==> config.mk <==
export PLATFORM = sky130hd
export DESIGN_NAME = sfadc_core
export DESIGN_NICKNAME = d
export VERILOG_FILES = /design/src/core/sfadc_pkg.sv /design/src/core/sfadc_quant.sv /design/src/core/sfadc_core.sv
export SDC_FILE = /design/constraint.sdc
export NUM_CORES = 1
export LEC_CHECK = 0
export BUFFER_PORTS_ARGS = -buffer_cell sky130_fd_sc_hd__buf_2
export CAP_MARGIN = 20
export CORE_MARGIN = 2
export CORE_UTILIZATION = 42
export CTS_CLUSTER_DIAMETER = 80
export CTS_CLUSTER_SIZE = 40
export DETAILED_ROUTE_END_ITERATION = 6
export PLACE_DENSITY = 0.78
export SLEW_MARGIN = 0
export SYNTH_ARGS = -nofsm -noshare
export SYNTH_HDL_FRONTEND = slang
export SYNTH_SLANG_ARGS = --single-unit
==> constraint.sdc <==
create_clock -name clock_i -period 1.5 [get_ports clock_i]
set_clock_uncertainty 0.2 [all_clocks]
set_input_delay 0 -clock clock_i [delete_from_list [all_inputs] [get_ports clock_i]]
set_output_delay 0 -clock clock_i [all_outputs]
set_load 0.02 [all_outputs]
==> src/core/sfadc_pkg.sv <==
// shared widths, reset values and encodings of the two-step converter core
// assumes one system clock that oversamples the converter clock pin

package sfadc_pkg;

	// ****************************************************************
	// widths
	// ****************************************************************
	localparam int ANA_W  = 12;  // digitised analog input and references
	localparam int CODE_W = 8;   // output word
	localparam int NIB_W  = 4;   // one nibble of the word
	localparam int STAGES = 2;   // lower-nibble stages served in turn
	localparam int FRAC_W = ANA_W + CODE_W;  // scaled difference

	// ****************************************************************
	// codes and reset values
	// ****************************************************************
	localparam logic [CODE_W-1:0] CODE_MIN   = 8'h00;
	localparam logic [CODE_W-1:0] CODE_MAX   = 8'hff;
	localparam logic [CODE_W-1:0] CODE_RST   = 8'h00;
	localparam logic [NIB_W-1:0]  NIB_RST    = 4'h0;
	localparam logic [ANA_W-1:0]  ANA_RST    = 12'h000;
	localparam logic              OE_N_RST   = 1'b1;   // bus released
	localparam logic              CLK_RST    = 1'b0;

	// pipeline depth in converter rising edges from sample to output
	localparam int LAT_RISES = 3;

	// ****************************************************************
	// phase encoding of the converter clock
	// ****************************************************************
	typedef enum logic [1:0] {
		SFADC_PH_GAP_LO = 2'b00,  // dead time before sampling
		SFADC_PH_SAMPLE = 2'b01,  // input connected to the cap
		SFADC_PH_GAP_HI = 2'b10,  // dead time before compare
		SFADC_PH_COMP   = 2'b11   // reference applied, compare
	} sfadc_phase_t;

endpackage : sfadc_pkg

==> src/core/sfadc_quant.sv <==
// linear straight-binary quantiser with saturation
// assumes synchronised inputs; purely combinational

`timescale 1ns/10ps
`default_nettype none

module sfadc_quant (
	input  wire logic [sfadc_pkg::ANA_W-1:0]  value_i,
	input  wire logic [sfadc_pkg::ANA_W-1:0]  top_reference_i,
	input  wire logic [sfadc_pkg::ANA_W-1:0]  bottom_reference_i,
	output logic      [sfadc_pkg::CODE_W-1:0] code_o
);

	logic [sfadc_pkg::ANA_W-1:0]  span;
	logic [sfadc_pkg::ANA_W-1:0]  offs;
	logic [sfadc_pkg::FRAC_W-1:0] scaled;
	logic [sfadc_pkg::FRAC_W-1:0] ratio;

	// ****************************************************************
	// scale (v - bottom) over the span onto 256 steps
	// ****************************************************************
	// the divider is large but runs once per converter clock anyway
	always_comb begin
		span   = top_reference_i - bottom_reference_i;
		offs   = value_i - bottom_reference_i;
		scaled = {offs, {sfadc_pkg::CODE_W{1'b0}}};
		ratio  = '0;
		if (value_i <= bottom_reference_i ||
				top_reference_i <= bottom_reference_i) begin
			code_o = sfadc_pkg::CODE_MIN;
		end else if (value_i >= top_reference_i) begin
			code_o = sfadc_pkg::CODE_MAX;
		end else begin
			ratio = scaled / {{sfadc_pkg::CODE_W{1'b0}}, span};
			if (ratio > {{sfadc_pkg::ANA_W{1'b0}}, sfadc_pkg::CODE_MAX})
				code_o = sfadc_pkg::CODE_MAX;
			else
				code_o = ratio[sfadc_pkg::CODE_W-1:0];
		end
	end

endmodule : sfadc_quant

`default_nettype wire

==> src/core/sfadc_core.sv <==
// timing and sequencing of an 8-bit two-step sampling converter
// assumes clock_i far faster than conv_clk_i; all pins but nrst_i come in async

`timescale 1ns/10ps
`default_nettype none

module sfadc_core (
	input  wire logic                          clock_i,
	input  wire logic                          nrst_i,
	input  wire logic                          conv_clk_i,
	input  wire logic                          out_en_n_i,
	input  wire logic [sfadc_pkg::ANA_W-1:0]   sample_value_i,
	input  wire logic [sfadc_pkg::ANA_W-1:0]   top_reference_i,
	input  wire logic [sfadc_pkg::ANA_W-1:0]   bottom_reference_i,
	output logic      [sfadc_pkg::CODE_W-1:0]  sample_code_out_o,
	output logic      [sfadc_pkg::CODE_W-1:0]  sample_code_oe_o,
	output logic                               code_strobe_o,
	output logic                               phase_sample_o,
	output logic                               phase_compare_o
);

	localparam int AW = sfadc_pkg::ANA_W;
	localparam int CW = sfadc_pkg::CODE_W;
	localparam int NW = sfadc_pkg::NIB_W;
	localparam int NS = sfadc_pkg::STAGES;

	// ****************************************************************
	// input synchronisers
	// ****************************************************************
	logic          clk_s1_q, clk_s2_q, clk_s3_q;
	logic          oen_s1_q, oen_s2_q;
	logic [AW-1:0] val_s1_q, val_s2_q;
	logic [AW-1:0] top_s1_q, top_s2_q;
	logic [AW-1:0] bot_s1_q, bot_s2_q;
	logic          clk_s1_d, clk_s2_d, clk_s3_d;
	logic          oen_s1_d, oen_s2_d;
	logic [AW-1:0] val_s1_d, val_s2_d;
	logic [AW-1:0] top_s1_d, top_s2_d;
	logic [AW-1:0] bot_s1_d, bot_s2_d;

	// analog words are held steady by the source around the sample edge,
	// so a plain two-flop chain is enough here
	always_comb begin
		clk_s1_d = conv_clk_i;
		clk_s2_d = clk_s1_q;
		clk_s3_d = clk_s2_q;      // history for edge detection
		oen_s1_d = out_en_n_i;
		oen_s2_d = oen_s1_q;
		val_s1_d = sample_value_i;
		val_s2_d = val_s1_q;
		top_s1_d = top_reference_i;
		top_s2_d = top_s1_q;
		bot_s1_d = bottom_reference_i;
		bot_s2_d = bot_s1_q;
		if (!nrst_i) begin
			clk_s1_d = sfadc_pkg::CLK_RST;
			clk_s2_d = sfadc_pkg::CLK_RST;
			clk_s3_d = sfadc_pkg::CLK_RST;
			oen_s1_d = sfadc_pkg::OE_N_RST;
			oen_s2_d = sfadc_pkg::OE_N_RST;
			val_s1_d = sfadc_pkg::ANA_RST;
			val_s2_d = sfadc_pkg::ANA_RST;
			top_s1_d = sfadc_pkg::ANA_RST;
			top_s2_d = sfadc_pkg::ANA_RST;
			bot_s1_d = sfadc_pkg::ANA_RST;
			bot_s2_d = sfadc_pkg::ANA_RST;
		end
	end

	// registers of the synchronisers
	always_ff @(posedge clock_i) begin
		clk_s1_q <= clk_s1_d;
		clk_s2_q <= clk_s2_d;
		clk_s3_q <= clk_s3_d;
		oen_s1_q <= oen_s1_d;
		oen_s2_q <= oen_s2_d;
		val_s1_q <= val_s1_d;
		val_s2_q <= val_s2_d;
		top_s1_q <= top_s1_d;
		top_s2_q <= top_s2_d;
		bot_s1_q <= bot_s1_d;
		bot_s2_q <= bot_s2_d;
	end

	// edges of the converter clock, seen two system cycles late
	logic conv_fall;
	logic conv_rise;
	assign conv_fall = clk_s3_q & ~clk_s2_q;
	assign conv_rise = ~clk_s3_q & clk_s2_q;

	// ****************************************************************
	// phase generator
	// ****************************************************************
	sfadc_pkg::sfadc_phase_t ph_q, ph_d;
	logic                    ph_smp_q, ph_smp_d;
	logic                    ph_cmp_q, ph_cmp_d;

	// each level change passes a gap state first, so the two phase
	// outputs are never high in the same cycle
	always_comb begin
		ph_d = ph_q;
		case (ph_q)
			sfadc_pkg::SFADC_PH_GAP_LO: ph_d = clk_s2_q ?
				sfadc_pkg::SFADC_PH_GAP_HI : sfadc_pkg::SFADC_PH_SAMPLE;
			sfadc_pkg::SFADC_PH_SAMPLE: if (clk_s2_q) begin
				ph_d = sfadc_pkg::SFADC_PH_GAP_HI;
			end
			sfadc_pkg::SFADC_PH_GAP_HI: ph_d = clk_s2_q ?
				sfadc_pkg::SFADC_PH_COMP : sfadc_pkg::SFADC_PH_GAP_LO;
			sfadc_pkg::SFADC_PH_COMP: if (!clk_s2_q) begin
				ph_d = sfadc_pkg::SFADC_PH_GAP_LO;
			end
			default: ph_d = sfadc_pkg::SFADC_PH_GAP_LO;
		endcase
		if (!nrst_i)
			ph_d = sfadc_pkg::SFADC_PH_GAP_LO;
		ph_smp_d = (ph_d == sfadc_pkg::SFADC_PH_SAMPLE);
		ph_cmp_d = (ph_d == sfadc_pkg::SFADC_PH_COMP);
	end

	// phase registers
	always_ff @(posedge clock_i) begin
		ph_q     <= ph_d;
		ph_smp_q <= ph_smp_d;
		ph_cmp_q <= ph_cmp_d;
	end

	// ****************************************************************
	// sample slots, one per lower stage
	// ****************************************************************
	logic [AW-1:0] hold_q   [NS];
	logic [AW-1:0] hold_d   [NS];
	logic [AW-1:0] tref_q   [NS];
	logic [AW-1:0] tref_d   [NS];
	logic [AW-1:0] bref_q   [NS];
	logic [AW-1:0] bref_d   [NS];
	logic [CW-1:0] qcode    [NS];
	logic          sel_q, sel_d;     // slot of the newest sample
	logic [NS-1:0] live_q, live_d;   // slot holds a real sample

	// one quantiser per slot, the stage does the compare itself
	for (genvar g = 0; g < NS; g++) begin : g_stage
		sfadc_quant u_quant (
			.value_i            (hold_q[g]),
			.top_reference_i    (tref_q[g]),
			.bottom_reference_i (bref_q[g]),
			.code_o             (qcode[g])
		);
	end

	// capture on the falling edge into the next slot in turn
	always_comb begin
		sel_d  = sel_q;
		live_d = live_q;
		for (int i = 0; i < NS; i++) begin
			hold_d[i] = hold_q[i];
			tref_d[i] = tref_q[i];
			bref_d[i] = bref_q[i];
		end
		if (conv_fall) begin
			sel_d = ~sel_q;
			hold_d[int'(~sel_q)] = val_s2_q;
			tref_d[int'(~sel_q)] = top_s2_q;
			bref_d[int'(~sel_q)] = bot_s2_q;
			live_d[int'(~sel_q)] = 1'b1;
		end
		if (!nrst_i) begin
			sel_d  = 1'b1;   // first sample lands in the first stage
			live_d = '0;
			for (int i = 0; i < NS; i++) begin
				hold_d[i] = sfadc_pkg::ANA_RST;
				tref_d[i] = sfadc_pkg::ANA_RST;
				bref_d[i] = sfadc_pkg::ANA_RST;
			end
		end
	end

	// slot registers
	always_ff @(posedge clock_i) begin
		sel_q  <= sel_d;
		live_q <= live_d;
		for (int i = 0; i < NS; i++) begin
			hold_q[i] <= hold_d[i];
			tref_q[i] <= tref_d[i];
			bref_q[i] <= bref_d[i];
		end
	end

	// ****************************************************************
	// nibble pipeline on rising edges
	// ****************************************************************
	logic [NW-1:0] upper_nibble_result_q [NS];
	logic [NW-1:0] upper_nibble_result_d [NS];
	logic [CW-1:0] joined_q, joined_d;
	logic          joined_ok_q, joined_ok_d;
	logic [NS-1:0] up_ok_q, up_ok_d;
	logic [NW-1:0] lower_nibble_result;
	logic          old;

	// at a rise the newest slot resolves its upper nibble while the
	// older slot resolves its lower one and joins both halves
	always_comb begin
		old = ~sel_q;
		lower_nibble_result = qcode[int'(old)][NW-1:0];
		up_ok_d  = up_ok_q;
		joined_d = joined_q;
		joined_ok_d = joined_ok_q;
		for (int i = 0; i < NS; i++)
			upper_nibble_result_d[i] = upper_nibble_result_q[i];
		if (conv_rise) begin
			upper_nibble_result_d[int'(sel_q)] =
				qcode[int'(sel_q)][CW-1:NW];
			up_ok_d[int'(sel_q)] = live_q[int'(sel_q)];
			joined_d = {upper_nibble_result_q[int'(old)],
				lower_nibble_result};
			joined_ok_d = up_ok_q[int'(old)];
			up_ok_d[int'(old)] = 1'b0;  // each sample leaves once
		end
		if (!nrst_i) begin
			up_ok_d     = '0;
			joined_d    = sfadc_pkg::CODE_RST;
			joined_ok_d = 1'b0;
			for (int i = 0; i < NS; i++)
				upper_nibble_result_d[i] = sfadc_pkg::NIB_RST;
		end
	end

	// pipeline registers
	always_ff @(posedge clock_i) begin
		up_ok_q     <= up_ok_d;
		joined_q    <= joined_d;
		joined_ok_q <= joined_ok_d;
		for (int i = 0; i < NS; i++)
			upper_nibble_result_q[i] <= upper_nibble_result_d[i];
	end

	// ****************************************************************
	// output bus
	// ****************************************************************
	logic [CW-1:0] out_q, out_d;
	logic [CW-1:0] oe_q, oe_d;
	logic          stb_q, stb_d;

	// the word moves to the bus one rise after joining, the third
	// rise after its sample; the enable acts on every line at once
	always_comb begin
		out_d = out_q;
		stb_d = 1'b0;
		if (conv_rise && joined_ok_q) begin
			out_d = joined_q;
			stb_d = 1'b1;
		end
		oe_d = {CW{~oen_s2_q}};
		if (!nrst_i) begin
			out_d = sfadc_pkg::CODE_RST;
			stb_d = 1'b0;
			oe_d  = '0;
		end
	end

	// output registers
	always_ff @(posedge clock_i) begin
		out_q <= out_d;
		oe_q  <= oe_d;
		stb_q <= stb_d;
	end

	assign sample_code_out_o = out_q;
	assign sample_code_oe_o  = oe_q;
	assign code_strobe_o     = stb_q;
	assign phase_sample_o    = ph_smp_q;
	assign phase_compare_o   = ph_cmp_q;

endmodule : sfadc_core

`default_nettype wire

==> qor.csv, run 1 <==
metric,value,unit
run status,"complete, no violations",
Top Ports,59,
leading post-synthesis cells by cell area,"dfxtp_1 56%, buf_4 7.7%, and2_1 7.6%, mux2i_1 4.7%, a21oi_1 2.3%",
routability cong.,0.648,
area delta synth->final,21.6,%
syn_area_per_cell,10.3,µm²
WP data required,1.52,ns
DP HPWL,1050,µm
Initial DRC Count,7,
FMAX,687,MHz
Arrival @ worst endpoint,1.47,ns
total CTS buffers,5,
FF-to-FF path depth,3,
largest net degree at the start of global routing,13,
CP endpoint,clk_s3_q,
Post-Syn Area,1070,µm²
Port Buffers,18,
initial core utilization,0.439,
drt total wl,1640,µm
Routed Antenna Nets,0,
die width,54.4,µm
fin. max-slew vios,0,
pre-CTS setup slack,0.221,ns
Post-route DRC,0,
RSZ-0062 raised after global routing,no,
Synth Register Bits,30,
post-synthesis mux area share,0.0469,
P_leak,0.616,nW
"Cell Chain, Critical Path","buf_4, and2_1, dlygate4sd3_1",
CTS clock-pin slew for the worst setup and hold paths,0.09,ns
reg2reg setup slack,0.04,ns
synth unique cells,21,
cell area power density,1090,nW/µm²
final worst slack,0.0449,ns
Rows,18,
combinational family with the most area after synthesis,simple AND/OR/NAND/NOR gates,
critical path startpoint category,flip-flop,
Post-synth EDFFs,0,
R2R Path Start,clk_s2_q,
most common cell in the netlist,dfxtp_1,
"Primary FF master, synth",dfxtp_1,
simple logic cell fraction of the synthesized area,0.185,
Worst Setup SP,clk_s2_q,
sequential-to-total area share from yosys stat,0.563,
drt first pass iters,4,
Core Footprint,2430,µm²
XOR/XNOR share of the synthesized area,0.0164,
CP Class,flip-flop to flip-flop,
slowest CP cell,dlygate4sd3_1,
total track usage,0.125,
vias per std cell,4.43,
min-delay worst type,flip-flop to flip-flop,
crit path time final,1.46,ns
Nets,171,
Post-Syn Instances,104,
design area,1300,µm²
Overflow after GRT,0,
initial antenna violation count,0,
top cell type's share of synthesized area,0.563,
CTS sink count,30,
Post-DP Area,1120,µm²
Synth Warn #,0,
Fin Setup TNS,0,ns
Root Driver,clkbuf_4,
cell taking the most area after synthesis,dfxtp_1,
htree depth,2,
CTS tree,yes,
Compound-Gate Fraction of Synth Area,0.0797,
post-DR wirelength/cell,10.1,µm
layout cells sized above 1,0.227,
first-pass GRT wire length,2550,µm
Max-cap violations,0,
worst hold margin,0.199,ns
Crit. End Element,flip-flop,
CTS Buffer Depth,2,
vias in the first global route,626,
fin crit share,0.970,
crit-path max FO,4,
post-synthesis adder-cell area fraction,0,
peak supply drop,0.713,mV
# fillers,219,
max incr delay on CP,0.54,ns
# diodes,0,
vias post-DR,718,
FF-to-FF End,clk_s3_q,
die area,2960,µm²
Setup-failing EPs final,0,
clock latency at the later pin of the worst-skew pair,0.32,ns
chip height,54.4,µm
final hold vios,0,
Post-synth ARST share,0,
min-delay src,oen_s2_q,
Post-synth top cells,"30 x dfxtp_1, 13 x and2_1, 11 x buf_4",
## layer usage
layer | up-vias | part of all wire | global-route usage
met4 | 0 | 0.015 | 0.0750
met5 | - | 0 | 0
met2 | 26 | 0.46 | 0.203
met1 | 309 | 0.46 | 0.137
met3 | 3 | 0.063 | 0.0492
li1 | 380 | - | -
## state kept, by name (all words and copies together) (netlist names)
signal,cells
up_ok_q,2
joined_q,4
code_strobe_o,1
sample_code_out_o,4
clk_s1_q,1
oen_s1_q,1
phase_compare_o,1
joined_ok_q,1
upper_nibble_result_q,8
sample_code_oe_o,1
phase_sample_o,1
clk_s2_q,1
clk_s3_q,1
oen_s2_q,1
ph_q,1
sel_q,1
## through the flow
step	cells	utilization	power [mW]
finish	162	0.533	1.41
global route	162	0.533	1.47
CTS	161	0.529	1.42
detailed placement	142	0.459	0.919
global placement	142	0.459	0.916
floorplan	107	-	0.914
## kinds of logic (layout without fill, tap and decap cells)
logic type             count (synthesis)  in the layout
AO/OA/AOI/OAI                         16             16
XOR/XNOR                               2              2
buffers and inverters                 16             41
flip-flops                            30             30
multiplexers                           5              5
other                                  1              4
AND/OR/NAND/NOR                       34             34
## cell type report
class | instances | area (µm²) | share of cell area
clock inverter | 1 | 5.00 | 0.00386
timing repair buffer | 33 | 230 | 0.177
multi-input combinational | 61 | 365 | 0.282
sequential | 30 | 604 | 0.466
clock buffer | 7 | 55.1 | 0.0424
tap | 30 | 37.5 | 0.0289
## timing repair
item                                   4_1_cts  5_1_grt
endpoints found under the hold margin       15        1
resized for setup                            0        2
hold buffers                                11        1
setup endpoints to repair                    0        1
setup buffers                                0        1
## where the power goes
| group | switching, mW | internal [mW] | total [mW] |
|---|---|---|---|
| combinational | 0.0509 | 0.0483 | 0.0992 |
| sequential | 0.0105 | 0.812 | 0.822 |
| clock | 0.263 | 0.227 | 0.490 |
## how the worst min path moves through the flow
stage                     cells after the start                  end  slack, ns
after floorplan                               1             oen_s1_q       -0.1
after global placement                        2             oen_s1_q     -0.005
after detailed placement                      2             oen_s1_q     -0.005
after CTS                                     1  sample_code_oe_o[0]       0.20
after global routing                          1  sample_code_oe_o[0]       0.20
final                                         1  sample_code_oe_o[0]       0.20
## layout by cell type, fill, tap and decap left out, types with 4 or more instances in the layout
| master | instances |
|---|---|
| dfxtp_1 | 29 |
| buf_2 | 18 |
| and2_1 | 13 |
| dlygate4sd3_1 | 11 |
| nand2_1 | 5 |
| o21ai_0 | 5 |
| mux2i_1 | 5 |
| a21oi_1 | 5 |
| clkbuf_4 | 5 |
| and3_1 | 4 |
| nand3_1 | 4 |
| o21ai_1 | 4 |
| conb_1 | 4 |
| buf_4 | 4 |
## worst max-delay path: cells and delay by family, from the launching register on
family                 cells  cell delay, ns
AND/OR/NAND/NOR            1            0.12
flip-flops                 1            0.35
buffers and inverters      2            0.68
Note: power is estimated with default switching activity, not from simulation.
==> run 2: changes to the inputs <==
CORE_ASPECT_RATIO = 0.5   (was not set)
CORE_UTILIZATION = 30   (was 42)
GPL_TIMING_DRIVEN = 0   (was not set)
PLACE_DENSITY = 0.6   (was 0.78)
==> run 2 against run 1 <==
Net effect: via count rose by 2.9%; non-clock buffer count grew 4; global-route usage down 2.7 points; critical path type is now primary input to flip-flop; count of clock-buffer cells in the layout unchanged.
==> qor.csv, run 2 (synthesis results as in run 1) <==
metric,value,unit,change
run status,"complete, no violations",,
min-delay worst type,flip-flop to flip-flop,,
Root Driver,clkbuf_8,,
fin. max-slew vios,0,,unchanged
Rows,15,,-3
vias per std cell,3.95,,-11%
vias post-DR,739,,+2.9%
die width,88.4,µm,+62%
Nets,175,,+2.3%
final hold vios,0,,unchanged
WP data required,1.46,ns,-0.06 ns
DP HPWL,1180,µm,+12%
routability cong.,0.695,,+7.3%
first-pass GRT wire length,2760,µm,+8.4%
Overflow after GRT,0,,unchanged
fin crit share,0.920,,-0.0498
post-cts sizing count,0,,unchanged
drt total wl,1740,µm,+6.4%
Final Non-Filler Cells,187,,+15%
placed cells,175,,+23%
Arrival @ worst endpoint,1.34,ns,-0.13 ns
Port Buffers,17,,-1
clock latency at the later pin of the worst-skew pair,0.27,ns,-0.05 ns
NetSw,0.346,mW,+6.6%
max reg flops,8,,unchanged
Logic pwr share,0.065,,-0.005
layout cells sized above 1,0.287,,+0.0595
Max-cap violations,0,,unchanged
total CTS buffers,5,,unchanged
Initial DRC Count,43,,+36
# diodes,0,,unchanged
post-DR wirelength/cell,9.32,µm,-7.8%
total track usage,0.0978,,-0.0273
Setup-failing EPs final,0,,unchanged
CTS Buffer Depth,2,,unchanged
Post-route DRC,0,,unchanged
drt first pass iters,4,,unchanged
Crit. End Element,flip-flop,,
largest net degree at the start of global routing,11,,-2
"commonest non-fill, non-tap cell in the layout",dfxtp_1,,
Core Footprint,3420,µm²,+40%
CTS sink count,30,,unchanged
Flop pwr share,0.522,,-0.061
Switching Share,0.219,,-0.0107
FMAX,724,MHz,+5.4%
RSZ-0062 raised after global routing,no,,
Top Ports,59,,unchanged
initial core utilization,0.312,,-0.126
peak supply drop,0.322,mV,-55%
CTS clock-pin slew for the worst setup and hold paths,0.06,ns,-0.03 ns
P_int,1.23,mW,+13%
die area,4080,µm²,+38%
cell area power density,1160,nW/µm²,+6.7%
Fin Setup TNS,0,ns,unchanged
Clk pwr share,0.413,,+0.066
CP Class,primary input to flip-flop,,
chip height,46.2,µm,-15%
final worst slack,0.120,ns,+0.0747 ns
P_leak,0.645,nW,+4.8%
critical path startpoint category,primary input,,
CTS tree,yes,,
worst hold margin,0.182,ns,-0.0173 ns
crit path time final,1.38,ns,-0.0747 ns
most frequent cells in the layout,"30 x dfxtp_1, 20 x buf_2, 13 x and2_1",,
htree depth,2,,unchanged
Biggest register,upper_nibble_result_q,,
initial antenna violation count,0,,unchanged
area delta synth->final,27.3,%,
crit-path max FO,10,,+6
pre-CTS setup slack,0.173,ns,-0.0480 ns
vias in the first global route,615,,-1.8%
Routed Antenna Nets,0,,unchanged
## run 2: cell count changes in the layout (fill, tap and decap cells not counted), moves of 2 or more
cell	before	now
clkbuf_4	5	0
clkbuf_8	1	6
buf_4	4	11
dlygate4sd3_1	11	4
buf_2	18	20
## run 2: critical path, cell delays in order
cell and delay, ns:
dlygate4sd3_1 0.52, buf_2 0.20, nand2b_1 0.07, dlygate4sd3_1 0.55
## run 2: timing repair
| action | CTS | global route |
|---|---|---|
| buffers inserted | 0 | 0 |
| hold buffers | 4 | 0 |
| hold endpoints to repair | 8 | 0 |
## run 2: metal layers
| metal | global-route usage | wire length (µm) | vias to the layer above |
|---|---|---|---|
| met5 | 0 | 0 | - |
| met4 | 0.0455 | 6 | 0 |
| met3 | 0.0645 | 84 | 2 |
| met2 | 0.138 | 781 | 16 |
| met1 | 0.116 | 870 | 336 |
| li1 | - | - | 385 |
## run 2: area by class of cell
type                            instances  area, µm²
Clock buffer                            7       86.3
Multi-Input combinational cell         61        365
Sequential cell                        30        601
Buffer                                 16        113
Timing Repair Buffer                   21        125
Tap cell                               51       63.8
Fill cell                             342       2060
Clock inverter                          1       5.00
## run 2: worst paths after layout
kind | from | endpoint | slack (ns) | depth (start not counted)
worst max-delay path | nrst_i | oen_s1_q | 0.12 | 4
worst min-delay path | oen_s2_q | sample_code_oe_o[0] | 0.18 | 1
worst max register to register | clk_s2_q | upper_nibble_result_q[1][3] | 0.18 | 3
worst min register to register | oen_s2_q | sample_code_oe_o[0] | 0.18 | 1
## run 2: metrics by stage
step	area [µm²]	total power, mW	utilization
floorplan	1080	0.914	-
global placement	1230	0.936	0.359
detailed placement	1230	0.936	0.359
CTS	1360	1.60	0.398
global route	1360	1.65	0.398
finish	1360	1.58	0.398
## run 2: power by group through the flow
stage          sequential, mW  clock (mW)  combinational, mW
2_1_floorplan           0.843           0             0.0711
3_3_place_gp            0.841           0             0.0948
3_5_place_dp            0.841           0             0.0953
4_1_cts                 0.824       0.673              0.103
5_1_grt                 0.825       0.709              0.114
6_report                0.823       0.651              0.103
==> run 3: changes to the inputs <==
SETUP_SLACK_MARGIN = 0.4   (was not set)
==> run 3 against run 2 <==
Net effect: clock power decreased by 0.9%; critical endpoint is now joined_q[5]; core utilization rose by 3.9 points; combinational power up 23%; first-iteration DRC count shrank 26%; largest cell class unchanged.
==> qor.csv, run 3 (synthesis results as in run 1) <==
metric,value,unit,change
run status,"complete, no violations",,
Max-cap violations,0,,unchanged
FMAX,836,MHz,+15%
Initial DRC Count,32,,-26%
drt first pass iters,4,,unchanged
Nets,179,,+2.3%
WP data required,1.46,ns,about the same
total CTS buffers,5,,unchanged
crit path time final,1.20,ns,-0.184 ns
routed wire length on met3,48,µm,-43%
Overflow after GRT,0,,unchanged
"commonest non-fill, non-tap cell in the layout",dfxtp_1,,
P_leak,0.680,nW,+5.4%
largest net degree at the start of global routing,11,,unchanged
Rows,15,,unchanged
slowest CP cell,dfxtp_4,,
Hold Path Cell Cnt,3,,+2
vias post-DR,761,,+3.0%
RSZ-0062 raised after global routing,yes,,
CTS sink count,30,,unchanged
Fin Setup TNS,0,ns,unchanged
Core Footprint,3420,µm²,unchanged
die area,4080,µm²,unchanged
most frequent cells in the layout,"27 x dfxtp_1, 15 x buf_6, 13 x buf_2, 13 x and2_1",,
total power,1.60,mW,+1.2%
total track usage,0.104,,+0.00649
area delta synth->final,39.9,%,
FF-to-FF path depth,4,,+1
routability cong.,0.701,,+0.79%
fin crit share,0.798,,-0.123
vias in the first global route,670,,+8.9%
top layer in use,met4,,
Top Ports,59,,unchanged
max reg flops,8,,unchanged
Biggest register,upper_nibble_result_q,,
placed cells,175,,unchanged
cell area power density,1070,nW/µm²,-7.9%
layout cells sized above 1,0.357,,+0.0704
drt total wl,1910,µm,+9.5%
min-delay src,nrst_i,,
htree depth,2,,unchanged
initial antenna violation count,0,,unchanged
CTS tree,yes,,
worst hold margin,0.0116,ns,-0.170 ns
Routed Antenna Nets,0,,unchanged
first-pass GRT wire length,3150,µm,+14%
chip height,46.2,µm,unchanged
met1 wire length,934,µm,+7.4%
final hold vios,0,,unchanged
final worst slack,0.304,ns,+0.184 ns
pre-CTS setup slack,0.238,ns,+0.0650 ns
min-delay worst type,primary input to flip-flop,,
vias per std cell,3.98,,+0.82%
Post-route DRC,0,,unchanged
Setup-failing EPs final,0,,unchanged
Arrival @ worst endpoint,1.15,ns,-0.19 ns
Port Buffers,17,,unchanged
CTS clock-pin slew for the worst setup and hold paths,0.06,ns,about the same
fin. max-slew vios,0,,unchanged
Post-DP Area,1230,µm²,+0.51%
CTS Buffer Depth,2,,unchanged
"Cell Chain, Critical Path","and2b_2, buf_6, o21ai_2, a21oi_1",,
initial core utilization,0.312,,unchanged
clock latency at the later pin of the worst-skew pair,0.27,ns,about the same
max incr delay on CP,0.36,ns,-0.19 ns
die width,88.4,µm,unchanged
peak supply drop,0.329,mV,+2.2%
CP Class,flip-flop to flip-flop,,
metal2 WL,894,µm,+14%
critical path startpoint category,flip-flop,,
R2R Path Start,clk_s2_q,,
design area,1490,µm²,+9.9%
post-DR wirelength/cell,9.99,µm,+7.2%
DP HPWL,1190,µm,+1.3%
Root Driver,clkbuf_8,,
Crit. End Element,flip-flop,,
Final Non-Filler Cells,191,,+2.1%
# diodes,0,,unchanged
crit-path max FO,6,,-4
Finished Core Util,0.437,,+0.0392
Worst Setup SP,clk_s2_q,,
run 3: timing repair:
item | 4_1_cts | 5_1_grt
pin swaps | 7 | 0
hold buffers | 6 | 0
endpoints found under the setup margin | 26 | 26
cloned | 1 | 0
resized for setup | 27 | 7
setup buffers | 1 | 0
hold endpoints to repair | 8 | 0
run 3: critical path: cells and delay by family (launching register included):
kind | cells | cell delay (ns)
AO/OA/AOI/OAI | 2 | 0.15
flip-flops | 1 | 0.36
AND/OR/NAND/NOR | 1 | 0.23
buffers and inverters | 1 | 0.14
run 3: path summary, 6_finish.rpt:
| kind | to | slack, ns |
|---|---|---|
| max | joined_q[5] | 0.30 |
| min | upper_nibble_result_q[1][0] | 0.01 |
| max reg2reg | joined_q[5] | 0.30 |
| min reg2reg | sample_code_oe_o[0] | 0.18 |
run 3: where the power goes:
part,leakage (nW),switching (mW),internal (mW)
Sequential,0.246,0.0108,0.812
Combinational,0.387,0.0614,0.0658
Clock,0.0482,0.276,0.369
Total,0.680,0.349,1.25
run 3: final cells by class:
cell class	count	area, µm²
sequential	30	609
fill	338	1920
timing repair buffer	25	201
buffer	16	141
tap	51	63.8
clock inverter	1	5.00
multi-input combinational	61	385
clock buffer	7	86.3
run 3: metal layers:
metal  global-route usage  vias up
li1                     -      396
met1                0.133      348
met2                0.165       12
met3               0.0323        5
met4               0.0455        0
met5                    0        -
